[src/rtl/motion_cmd_pkg.sv]
// Package: command codes, argument formats and shared types
package motion_cmd_pkg;
  // ==========================================================================
  // Axis mask and argument widths
  localparam int AXES        = 4;
  localparam int MASK_W      = 8;
  localparam int ACC_W       = 16;
  localparam int ACC_FRAC    = 15;
  localparam int POS_W       = 32;
  localparam int VEL_W       = 32;
  localparam int VEL_SIG_W   = 27;
  localparam int VEL_FRAC    = 16;
  localparam int BYTE_W      = 8;

  // ==========================================================================
  // Command codes
  localparam logic [7:0] CODE_HALT_DECEL = 8'h86;
  localparam logic [7:0] CODE_AXIS_MOVE  = 8'h60;

  // Reset value of the stored halting deceleration (one count per interval squared)
  localparam logic [ACC_W-1:0] HALT_DECEL_RESET = 16'h8000;

  // One byte of the command window as seen by the poller
  typedef struct packed {
    logic             valid;
    logic             is_code;
    logic [BYTE_W-1:0] data;
  } cmd_byte_t;

  // Stop request from the fault paths
  typedef struct packed {
    logic ferr_halt;
    logic emergency_stop_input;
    logic probe;
    logic input_abort;
  } stop_cause_t;
endpackage

[src/rtl/axis_halt_stop.sv]
// Per-axis halting deceleration store and stop ramp
`timescale 1ns/1ps
module axis_halt_stop
  import motion_cmd_pkg::*;
(
  // Clock and reset
  input  wire logic             ref_clk,
  input  wire logic             rst_b,
  // Limit update
  input  wire logic             load,
  input  wire logic [ACC_W-1:0] decel_in,
  // Stop request and velocity
  input  wire logic             stop_req,
  input  wire logic [VEL_W-1:0] vel_in,
  // Results
  output logic      [ACC_W-1:0] decel,
  output logic                  halting,
  output logic      [VEL_W-1:0] vel_out
);
  // Decel zero-extended with no shift: its 1.15 bits taken as 16.16 velocity units, half the limit per interval
  wire logic [VEL_W-1:0] step = {{(VEL_W-ACC_W){1'b0}}, decel} >> (ACC_FRAC - VEL_FRAC + 1);
  wire logic             neg  = vel_out[VEL_W-1];
  wire logic [VEL_W-1:0] mag  = neg ? (~vel_out + 32'h0000_0001) : vel_out;
  wire logic [VEL_W-1:0] next_mag = (mag > step) ? (mag - step) : '0;
  wire logic [VEL_W-1:0] next_vel = neg ? (~next_mag + 32'h0000_0001) : next_mag;

  // ==========================================================================
  // Limit register; zero argument was filtered upstream
  always_ff @(posedge ref_clk) begin
    if (!rst_b) begin
      decel <= HALT_DECEL_RESET;
    end else if (load) begin
      decel <= decel_in;
    end
  end

  // ==========================================================================
  // Halting ramp uses stored limit
  always_ff @(posedge ref_clk) begin
    if (!rst_b) begin
      halting <= 1'b0;
      vel_out <= '0;
    end else if (stop_req) begin
      halting <= 1'b1;
      vel_out <= vel_in;
    end else if (halting) begin
      vel_out <= next_vel;
      halting <= (next_mag != '0);
    end else begin
      vel_out <= vel_in;
    end
  end

  ramp_step_a: assert property (@(posedge ref_clk) disable iff (!rst_b)
    (halting && !stop_req && !$past(stop_req)) |=> (mag <= $past(mag)))
    else $error("halt ramp grew in magnitude");
endmodule // axis_halt_stop

[src/rtl/motion_cmd_decoder.sv]
// Command window decoder with halting deceleration command
`timescale 1ns/1ps

// Contract
// - Axis byte: low four bits select axes
// - Acceleration is unsigned 1.15 fixed point
// - Position, error are 32-bit signed integers
// - Velocity 27-bit signed, extended, 16.16
// - Halt-decel code stores limit per axis
// - Stored limit drives fault stop ramps
// - Zero deceleration argument is ignored
// - Act on each command when read
// - New command overrides unfinished earlier ones
module motion_cmd_decoder
  import motion_cmd_pkg::*;
#(
  parameter int N_AXES = AXES
)(
  // Clock and reset
  input  wire logic                          ref_clk,
  input  wire logic                          rst_b,
  // Command window bytes from the poller
  input  motion_cmd_pkg::cmd_byte_t          cmd_in,
  // Stop causes and per-axis live velocity
  input  motion_cmd_pkg::stop_cause_t        stop_cause,
  input  wire logic [N_AXES-1:0]             axis_stop,
  input  wire logic [N_AXES*VEL_W-1:0]       axis_vel,
  // Results
  output logic      [N_AXES*ACC_W-1:0]       halt_decel,
  output logic      [N_AXES-1:0]             axis_halting,
  output logic      [N_AXES*VEL_W-1:0]       axis_vel_cmd,
  output logic                               cmd_done,
  output logic      [N_AXES-1:0]             cmd_axes
);
  import motion_cmd_pkg::*;

  // ==========================================================================
  // Elaboration checks; the mask byte only carries four axis bits
  if (N_AXES != AXES) begin : g_bad_axes
    $error("axis count must match the mask width");
  end
  // Position and error words are whole counts
  if (POS_W != VEL_W) begin : g_bad_pos
    $error("position word width must match the velocity word");
  end

  typedef enum logic [1:0] {
    ST_IDLE = 2'b00,
    ST_MASK = 2'b01,
    ST_LO   = 2'b10,
    ST_HI   = 2'b11
  } dec_state_t;

  dec_state_t          state;
  logic [N_AXES-1:0]   pending;
  logic [BYTE_W-1:0]   lo_byte;
  logic [N_AXES-1:0]   load;
  logic [ACC_W-1:0]    load_val;

  // ==========================================================================
  // Byte decode
  wire logic new_code  = cmd_in.valid && cmd_in.is_code;
  wire logic arg_byte  = cmd_in.valid && !cmd_in.is_code;
  wire logic is_halt   = cmd_in.data == CODE_HALT_DECEL;
  wire logic [N_AXES-1:0] mask_sel = cmd_in.data[N_AXES-1:0];
  // Lowest pending axis takes next group
  wire logic [N_AXES-1:0] cur_axis = pending & (~pending + 1'b1);
  wire logic [N_AXES-1:0] rest     = pending & ~cur_axis;
  wire logic [ACC_W-1:0]  acc_word = {cmd_in.data, lo_byte};
  wire logic              acc_ok   = acc_word != '0;
  wire logic [N_AXES-1:0] any_stop = axis_stop | {N_AXES{|stop_cause}};
  // Last high byte of a halt command
  wire logic              last_hi  = arg_byte && state == ST_HI && rest == '0;

  // ==========================================================================
  // Decoder steps on every byte read
  // A fresh code always clears pending; only the halt code restarts decode, others return to idle
  always_ff @(posedge ref_clk) begin
    if (!rst_b) begin
      state   <= ST_IDLE;
      pending <= '0;
      lo_byte <= '0;
    end else if (new_code) begin
      state   <= is_halt ? ST_MASK : ST_IDLE;
      pending <= '0;
    end else if (arg_byte) begin
      unique case (state)
        ST_IDLE: state <= ST_IDLE;
        ST_MASK: begin
          pending <= mask_sel;
          state   <= (mask_sel != '0) ? ST_LO : ST_IDLE;
        end
        ST_LO: begin
          lo_byte <= cmd_in.data;
          state   <= ST_HI;
        end
        ST_HI: begin
          pending <= rest;
          state   <= (rest != '0) ? ST_LO : ST_IDLE;
        end
      endcase
    end
  end

  // ==========================================================================
  // Load limit on selected axis
  always_comb begin
    load     = '0;
    load_val = acc_word;
    if (arg_byte && state == ST_HI && acc_ok) begin
      load = cur_axis;
    end
  end

  // Completion pulse registered for the host side view
  always_ff @(posedge ref_clk) begin
    if (!rst_b) begin
      cmd_done <= 1'b0;
      cmd_axes <= '0;
    end else begin
      cmd_done <= arg_byte && state == ST_HI && rest == '0;
      cmd_axes <= (arg_byte && state == ST_MASK) ? mask_sel : cmd_axes;
    end
  end

  // ==========================================================================
  // One stop unit per axis
  for (genvar a = 0; a < N_AXES; a++) begin : g_axis
    axis_halt_stop u_stop (
      .ref_clk  (ref_clk),
      .rst_b    (rst_b),
      .load     (load[a]),
      .decel_in (load_val),
      .stop_req (any_stop[a]),
      .vel_in   (axis_vel[a*VEL_W +: VEL_W]),
      .decel    (halt_decel[a*ACC_W +: ACC_W]),
      .halting  (axis_halting[a]),
      .vel_out  (axis_vel_cmd[a*VEL_W +: VEL_W])
    );
  end

  limit_store_a: assert property (@(posedge ref_clk) disable iff (!rst_b)
    (arg_byte && state == ST_HI && acc_ok && cur_axis[0] && !new_code)
      |=> (halt_decel[ACC_W-1:0] == $past(acc_word)))
    else $error("halt limit not stored");
  zero_ignore_a: assert property (@(posedge ref_clk) disable iff (!rst_b)
    (arg_byte && state == ST_HI && !acc_ok) |=> $stable(halt_decel))
    else $error("zero limit was stored");
  mask_bits_a: assert property (@(posedge ref_clk) disable iff (!rst_b)
    (arg_byte && state == ST_MASK && !new_code) |=> (pending == $past(mask_sel)))
    else $error("mask decode wrong");
  code_restart_a: assert property (@(posedge ref_clk) disable iff (!rst_b)
    new_code |=> (pending == '0))
    else $error("new code did not restart");
  axis_order_a: assert property (@(posedge ref_clk) disable iff (!rst_b)
    (arg_byte && state == ST_HI && !new_code) |=> (pending == ($past(pending) & ($past(pending) - 1'b1))))
    else $error("axis groups out of order");
  stop_act_a: assert property (@(posedge ref_clk) disable iff (!rst_b)
    stop_cause.emergency_stop_input |=> (axis_halting == '1))
    else $error("stop not acted on");
  halt_idle_a: assert property (@(posedge ref_clk) disable iff (!rst_b)
    (!axis_halting[0] && !any_stop[0]) |=> !axis_halting[0])
    else $error("halting rose without cause");
  idle_hold_a: assert property (@(posedge ref_clk) disable iff (!rst_b)
    (state == ST_IDLE) |=> $stable(halt_decel))
    else $error("limit changed while idle");

  // ==========================================================================
  // Decode sequencing and output checks
  // Completion follows last byte
  done_pulse_a: assert property (@(posedge ref_clk) disable iff (!rst_b)
    last_hi |=> cmd_done)
    else $error("completion pulse missing");

  done_single_a: assert property (@(posedge ref_clk) disable iff (!rst_b)
    cmd_done |=> !cmd_done)
    else $error("completion pulse too long");

  axes_latch_a: assert property (@(posedge ref_clk) disable iff (!rst_b)
    (arg_byte && state == ST_MASK) |=> (cmd_axes == $past(mask_sel)))
    else $error("reported axes wrong");

  mask_zero_a: assert property (@(posedge ref_clk) disable iff (!rst_b)
    (arg_byte && state == ST_MASK && mask_sel == '0) |=> (state == ST_IDLE))
    else $error("empty mask kept decoding");

  arg_ignore_a: assert property (@(posedge ref_clk) disable iff (!rst_b)
    (arg_byte && state == ST_IDLE) |=> (state == ST_IDLE))
    else $error("stray argument left idle");

  other_code_a: assert property (@(posedge ref_clk) disable iff (!rst_b)
    (new_code && !is_halt) |=> (state == ST_IDLE))
    else $error("foreign code started decode");

  load_single_a: assert property (@(posedge ref_clk) disable iff (!rst_b)
    $onehot0(load))
    else $error("several axes loaded at once");

  vel_follow_a: assert property (@(posedge ref_clk) disable iff (!rst_b)
    (!any_stop[0] && !axis_halting[0]) |=> (axis_vel_cmd[VEL_W-1:0] == $past(axis_vel[VEL_W-1:0])))
    else $error("velocity not passed through");

  halt_start_a: assert property (@(posedge ref_clk) disable iff (!rst_b)
    any_stop[0] |=> axis_halting[0])
    else $error("stop request ignored");
endmodule // motion_cmd_decoder

[config.mk]
export PLATFORM = sky130hd
export DESIGN_NAME = motion_cmd_decoder
export DESIGN_NICKNAME = d
export VERILOG_FILES = /design/src/rtl/motion_cmd_pkg.sv /design/src/rtl/axis_halt_stop.sv /design/src/rtl/motion_cmd_decoder.sv
export SDC_FILE = /design/constraint.sdc
export NUM_CORES = 1
export LEC_CHECK = 0
export BUFFER_PORTS_ARGS = -buffer_cell sky130_fd_sc_hd__buf_2
export CAP_MARGIN = 20
export CORE_MARGIN = 5
export CORE_UTILIZATION = 50
export DETAILED_ROUTE_END_ITERATION = 10
export GPL_TIMING_DRIVEN = 0
export PLACE_DENSITY = 0.75
export SYNTH_ARGS = -nofsm -noshare
export SYNTH_HDL_FRONTEND = slang
export SYNTH_SLANG_ARGS = --single-unit
[constraint.sdc]
create_clock -name ref_clk -period 9.7 [get_ports ref_clk]
set_input_delay 1.455 -clock ref_clk [delete_from_list [all_inputs] [get_ports ref_clk]]
set_output_delay 1.455 -clock ref_clk [all_outputs]
set_load 0.05 [all_outputs]
==> results of run 1 <==
## metrics by stage
step           setup WS [ns]  cell area (um^2)  power (W)  hold WS (ns)
2_1_floorplan           1.97             21700    0.00203         0.467
3_3_place_gp          -0.126             24100    0.00240         0.465
3_5_place_dp          -0.153             24200    0.00242         0.471
4_1_cts                0.162             25100    0.00353         0.480
5_1_grt                0.179             25100    0.00371         0.509
6_report               0.568             25100    0.00356         0.482
## cell families (layout without fill, tap and decap cells)
family | Yosys count | after routing | share of synthesized area
muxes | 92 | 92 | 0.0429
DFF | 215 | 215 | 0.199
AOI/OAI and AO/OA | 859 | 859 | 0.275
and+or+nand+nor | 1163 | 1163 | 0.275
adders and majority gates | 77 | 77 | 0.0458
xor gates and xnor gates | 267 | 267 | 0.108
buffers and inverters | 304 | 701 | 0.0540
## where the power goes
group	switching, W	internal, W	total [W]	leakage [nW]
clock	0.000440	0.000665	0.00111	0.466
sequential	0.0000569	0.000915	0.000972	1.77
combinational	0.000984	0.000498	0.00148	7.88
total	0.00148	0.00208	0.00356	10.1
## metal layers
layer / wire length [um] / vias up / GRT usage
met5: 22 / - / 0
met4: 5200 / 4 / 0.175
met3: 9620 / 316 / 0.0661
met2: 41300 / 1550 / 0.589
met1: 37500 / 12200 / 0.489
li1: - / 11800 / -
## final timing paths
kind	cells after the start	start	end	slack [ns]
max	26	g_axis[2].u_stop.vel_out[31]$_SDFF_PN0_	g_axis[2].u_stop.vel_out[30]$_SDFF_PN0_	0.57
min	2	cmd_axes[0]$_SDFFE_PN0P_	cmd_axes[0]$_SDFFE_PN0P_	0.48
max reg2reg	26	g_axis[2].u_stop.vel_out[31]$_SDFF_PN0_	g_axis[2].u_stop.vel_out[30]$_SDFF_PN0_	0.57
min reg2reg	2	cmd_axes[0]$_SDFFE_PN0P_	cmd_axes[0]$_SDFFE_PN0P_	0.48
## cell usage after synthesis, types with 47 or more instances
cell type | instances | area, um^2
o31ai_1 | 67 | 503
ha_1 | 72 | 901
nor2_1 | 311 | 1170
clkbuf_1 | 157 | 589
mux2i_1 | 85 | 851
nand4_1 | 53 | 332
xnor2_1 | 171 | 1500
a211oi_1 | 47 | 353
or4_1 | 47 | 353
dfxtp_1 | 215 | 4300
nand2_1 | 251 | 942
o21ai_0 | 197 | 986
nor4_1 | 47 | 294
nand3_1 | 95 | 475
a21oi_1 | 129 | 646
nor3_1 | 91 | 455
inv_1 | 120 | 450
or3_1 | 51 | 319
xor2_1 | 95 | 832
## area by class of cell
class | instances | area share
Timing Repair Buffer | 349 | 0.0709
Inverter | 122 | 0.0182
Clock buffer | 34 | 0.0291
Sequential cell | 215 | 0.171
Buffer | 181 | 0.0283
Multi-Input combinational cell | 2458 | 0.645
Clock inverter | 15 | 0.00837
Tap cell | 585 | 0.0291
## flip-flops by register name (all words and copies together), names as in the netlist
name                   count
cmd_axes                   4
g_axis.u_stop.decel       64
pending                    4
lo_byte                    8
cmd_done                   1
g_axis.u_stop.vel_out    128
g_axis.u_stop.halting      4
state                      2
## worst max-delay path: cells and delay by family, from the launching register on
family	cells	cell delay [ns]
compound gates	4	1.02
xor+xnor	1	0.18
fa+ha+maj	2	0.53
buf+inv	9	3.21
flops	1	0.57
simple gates	10	3.48
## repair_timing
action                     in CTS  in global routing
pin swaps                       1                  0
setup endpoints to repair       2                  6
buffers inserted                1                  0
resized for setup               0                  4
hold buffers                    0                  0
==> out/metrics.cfg, run 1 <==
[floorplanning]
io_pins = 349
initial_core_util = 0.504
fp.dieArea_um2 = 47600
fp-row-count = 76
die_x_um = 218
die_h_um = 218
core_um2 = 43000

[setup_path]
start_kind = flip-flop
slowest_delay_ns = 0.58
setup.worst_path.end_class = flip-flop
crit_type = reg -> reg
cpMostUsedCell = clkbuf_1
worst-path-max-fanout = 19
critPathArrivalTime_ns = 9.59
required_ns = 10.16
crit_slowest_cell = or4_1

[cells_and_area]
nFillCells = 4201
final_common_cell = buf_2
seq_area_um2 = 4300
nNetsFinal = 3578
layoutNonFillerInstCount = 3959
multiInputGateArea_um2 = 16200
final_cell_mix = buf_2, nor2_1, nand2_1, dfxtp_1, o21ai_0
drive_gt1_frac = 0.145
area_delta_synth_final_pct = 16.0
diodes = 0
fin_util = 0.584

[detailed_routing]
drc = 0
num_vias = 25900
drtIter0Drc = 2912
routed_via_density = 6.55
drt_wl_total_mm = 93.7
antenna_left = 0
drt_first_pass_iters = 7
wl_per_cell_um = 23.7

[sta]
period_share = 0.941
setup_viol = 0
skew_ns = 0.0271
slew_headroom = 0.173
hold_violations = 0
period_needed_ns = 9.13
worstMarginPinSlew_ns = 1.24
final-max-slew-violation-count = 0
rsz0062_at_grt = false
fmax_mhz = 110
setup_tns_ns = 0

[clocking]
clock-sinks = 215
cts_made_buffers = 27
cts_root_buffer = clkbuf_16
insertion_delay_ns = 0.58
tritoncts = yes
clk_pin_slew_ns = 0.06
htree_levels = 1
cts_buffer_depth = 3

[synthesis]
syn_inst = 2977
synth_edf_count = 0
syn_area_um2 = 21700
async_flop_share = 0
seq_area_frac_synth = 0.199
ys_seq_elements = 215
syn-num-nets = 3201
yosysUniqueCellTypes = 101
ys.flop_type = dfxtp_1
ys_warn_count = 0
syn_area_per_cell_um2 = 7.27

[placed_design]
dp_hpwl_mm = 73.5
place.gp.congestion = 0.980
numPortBuffers = 344
dpl.cell_count = 3909

[pwr]
ir_worst_vdd_v = 0.000102
power_leakage_nw = 10.1
power.density_nw_per_um2 = 142

[grt]
grt-ovfl-total = 0
grt_pass1_vias = 24300
grt_usage = 0.371
grt_pass1_wl_mm = 141
antenna_found_initial = 4
grt_max_degree = 14

[flow_run]
max-cap-violations = 0

[worst_hold_path]
hp-class = reg -> reg

[outcome]
status = completed

Power figures use the tool's default switching activity.
==> run 2, diff against run 1 <==
RECOVER_POWER = 100   (was not set)
SYNTH_HIERARCHICAL = 1   (was not set)
==> out/metrics.cfg, run 2 <==
[clocking]
cts_made_buffers = 27  ; unchanged
cts_root_buffer = clkbuf_16
clk_pin_slew_ns = 0.06  ; about the same
tritoncts = yes
cts_buffer_depth = 3  ; unchanged
cts_setup_buffers = 0  ; -1
insertion_delay_ns = 0.57  ; about the same
cts.repair.resized = 0  ; unchanged
hold_buffers = 0  ; unchanged
htree_levels = 1  ; unchanged
clock-sinks = 215  ; unchanged

[synthesis]
synth.area.top_cells = dfxtp_1, xnor2_1, nor2_1
synth_edf_count = 0  ; unchanged
async_flop_share = 0  ; unchanged
syn-num-nets = 3259  ; +1.8%
seq_area_frac_synth = 0.193  ; -0.00601
ys.flop_type = dfxtp_1
ys_top_cells_by_count = nor2_1, nand2_1, dfxtp_1
synth.most_common_cell = nor2_1
syn_area_per_cell_um2 = 7.36  ; +1.1%
ys_warn_count = 6  ; +6
synth_top_area_cell = dfxtp_1
syn_area_um2 = 22300  ; +3.1%
ys_seq_elements = 215  ; unchanged
syn_inst = 3035  ; +1.9%
synth_top_area_frac = 0.193  ; -0.00601
yosysUniqueCellTypes = 108  ; +6.9%

[detailed_routing]
drt_wl_total_mm = 83.9  ; -10%
num_vias = 25500  ; -1.8%
antenna_left = 0  ; unchanged
drt_first_pass_iters = 9  ; +2
wl_per_cell_um = 20.8  ; -12%
drtIter0Drc = 2708  ; -7.0%
routed_via_density = 6.33  ; -3.4%
drc = 0  ; unchanged

[sta]
period_share = 0.931  ; -0.0103
slew_headroom = -0.124  ; -0.297
hold_violations = 0  ; unchanged
final-max-slew-violation-count = 21  ; +21
period_needed_ns = 9.03  ; -0.100 ns
timing.hold.ws_ns = 0.487  ; +0.00473 ns
worstMarginPinSlew_ns = 1.69  ; +0.445 ns
fmax_mhz = 111  ; +1.1%
setup_tns_ns = 0  ; unchanged
rsz0062_at_grt = false
setup_viol = 0  ; unchanged
skew_ns = 0.0113  ; -0.0159 ns

[cells_and_area]
reg_top3 = g_axis.u_stop/vel_out x128, g_axis.u_stop/decel x64, lo_byte x8
largest_register_ff_count = 128  ; unchanged
nNetsFinal = 3638  ; +1.7%
final_cell_mix = clkbuf_1, nor2_1, nand2_1, dfxtp_1, xnor2_1
top_register = g_axis.u_stop/vel_out
final_common_cell = clkbuf_1
area_delta_synth_final_pct = 14.2
drive_gt1_frac = 0.0926  ; -0.0523
diodes = 0  ; unchanged

[grt]
grt_pass1_vias = 23200  ; -4.8%
grt_pass1_wl_mm = 129  ; -8.3%
antenna_found_initial = 0  ; -4
grt_usage = 0.317  ; -0.0541
grt-ovfl-total = 0  ; unchanged
grt_max_degree = 21  ; +7

[setup_path]
start_kind = flip-flop
reg2reg_slack_ns = 0.67  ; +0.10 ns
setup.worst_path.end_class = flip-flop
worst-path-max-fanout = 10  ; -9
required_ns = 10.11  ; -0.05 ns
critPathArrivalTime_ns = 9.44  ; -0.15 ns
crit_type = reg -> reg

[placed_design]
numPortBuffers = 348  ; +1.2%
place.gp.congestion = 0.975  ; -0.54%
dp_hpwl_mm = 65.4  ; -11%

[pwr]
power.density_nw_per_um2 = 142  ; about the same
switching_share = 0.403  ; -0.0133
p_sw_w = 0.00146  ; -1.8%
p_seq_frac = 0.268  ; -0.005
internal_power_w = 0.00216  ; +3.8%
ir_worst_vdd_v = 0.000138  ; +36%
p_clk_frac = 0.321  ; +0.011
power_leakage_nw = 8.95  ; -11%
p_comb_frac = 0.411  ; -0.005

[outcome]
violations = max-capacitance violations, max-slew violations
status = finished, violations left

[floorplanning]
fp.dieArea_um2 = 49000  ; +3.0%
core_um2 = 44200  ; +2.9%
io_pins = 349  ; unchanged
die_x_um = 221  ; +1.5%
die_h_um = 221  ; +1.5%
fp-row-count = 77  ; +1.3%
initial_core_util = 0.505  ; +0.00113

[flow_run]
max-cap-violations = 1  ; +1

[worst_hold_path]
hp-class = reg -> reg

## run 2: cell types whose count changed in the layout (fill, tap and decap cells not counted), sizes merged, moves of 9 or more
cell    previous run  this run
nand4             54        42
nor2b             13        31
buf              371       161
nor3b              9        21
inv              121       108
xnor2            172       196
or4               47        38
xor2              95        66
clkbuf           193       409
nor2             311       346
a21oi            129       168
nand3             95       110
o21ai            206       186
## run 2: power groups by stage
stage	clock (W)	sequential, W	combinational (W)
after global routing	0.00122	0.000971	0.00161
after floorplan	0	0.00108	0.00100
after detailed placement	0	0.000984	0.00145
after CTS	0.00118	0.000964	0.00146
final	0.00116	0.000968	0.00148
after global placement	0	0.000983	0.00145
## run 2: cells by family (layout without fill, tap and decap cells)
kind of cell	after synthesis	after routing	share of synthesized area
buf+inv	293	691	0.0506
fa+ha+maj	76	76	0.0439
xor+xnor	262	262	0.104
flops	215	215	0.193
mux	90	90	0.0405
simple gates	1226	1226	0.291
compound gates	873	873	0.277
## run 2: layout make-up
cell class	count	area, um^2
fill	4422	18700
multi-input combinational	2527	16800
sequential	215	4300
timing repair buffer	350	1500
clock buffer	35	756
tap	592	741
buffer	185	718
inverter	108	405
clock inverter	13	243
## run 2: critical path, stage by stage, from the launching register on
cell	delay [ns]
dfxtp_1	0.49
clkbuf_1	0.40
clkbuf_1	0.42
clkbuf_1	0.48
clkbuf_1	0.50
o31ai_1	0.18
xnor2_1	0.26
ha_1	0.27
clkbuf_1	0.21
or2_2	0.36
o311a_1	0.17
o211ai_1	0.35
nand2_1	0.19
o2bb2ai_1	0.21
nor3_1	0.65
nand2_1	0.27
clkbuf_1	0.36
nand2b_1	0.20
ha_1	0.15
clkbuf_1	0.37
inv_1	0.23
nor3b_1	0.40
a22oi_1	0.14
nand2b_1	0.18
clkbuf_1	0.21
o41ai_1	0.81
a211o_1	0.23
nand4_1	0.14
## run 2: path summary, 6_finish.rpt
path                                                  end                                     from  depth (start not counted)
setup / recovery  g_axis[1].u_stop/vel_out[28]$_SDFF_PN0_  g_axis[1].u_stop/vel_out[31]$_SDFF_PN0_                         27
setup reg to reg  g_axis[1].u_stop/vel_out[28]$_SDFF_PN0_  g_axis[1].u_stop/vel_out[31]$_SDFF_PN0_                         27
hold reg to reg                  cmd_axes[0]$_SDFFE_PN0P_                 cmd_axes[0]$_SDFFE_PN0P_                          2
hold / removal                   cmd_axes[0]$_SDFFE_PN0P_                 cmd_axes[0]$_SDFFE_PN0P_                          2
## run 2: per-stage QoR
| stage | power, W | worst slack (ns) | cells | cell area [um^2] | utilization |
|---|---|---|---|---|---|
| 3_5_place_dp | 0.00243 | 1.43 | 3976 | 24800 | 0.561 |
| 6_report | 0.00361 | 0.668 | 4025 | 25500 | 0.576 |
| 3_3_place_gp | 0.00243 | 1.36 | 3975 | 24800 | 0.561 |
| 4_1_cts | 0.00361 | 1.38 | 4024 | 25800 | 0.584 |
| 5_1_grt | 0.00380 | 0.346 | 4025 | 25500 | 0.576 |
| 2_1_floorplan | 0.00208 | 2.82 | 3035 | 22300 | - |
## run 2: routing by layer
metal | track usage | part of all wire | up-vias
li1 | - | - | 12000
met1 | 0.420 | 0.41 | 11900
met2 | 0.506 | 0.44 | 1372
met3 | 0.0652 | 0.10 | 211
met4 | 0.125 | 0.044 | 0
met5 | 0 | 0 | -
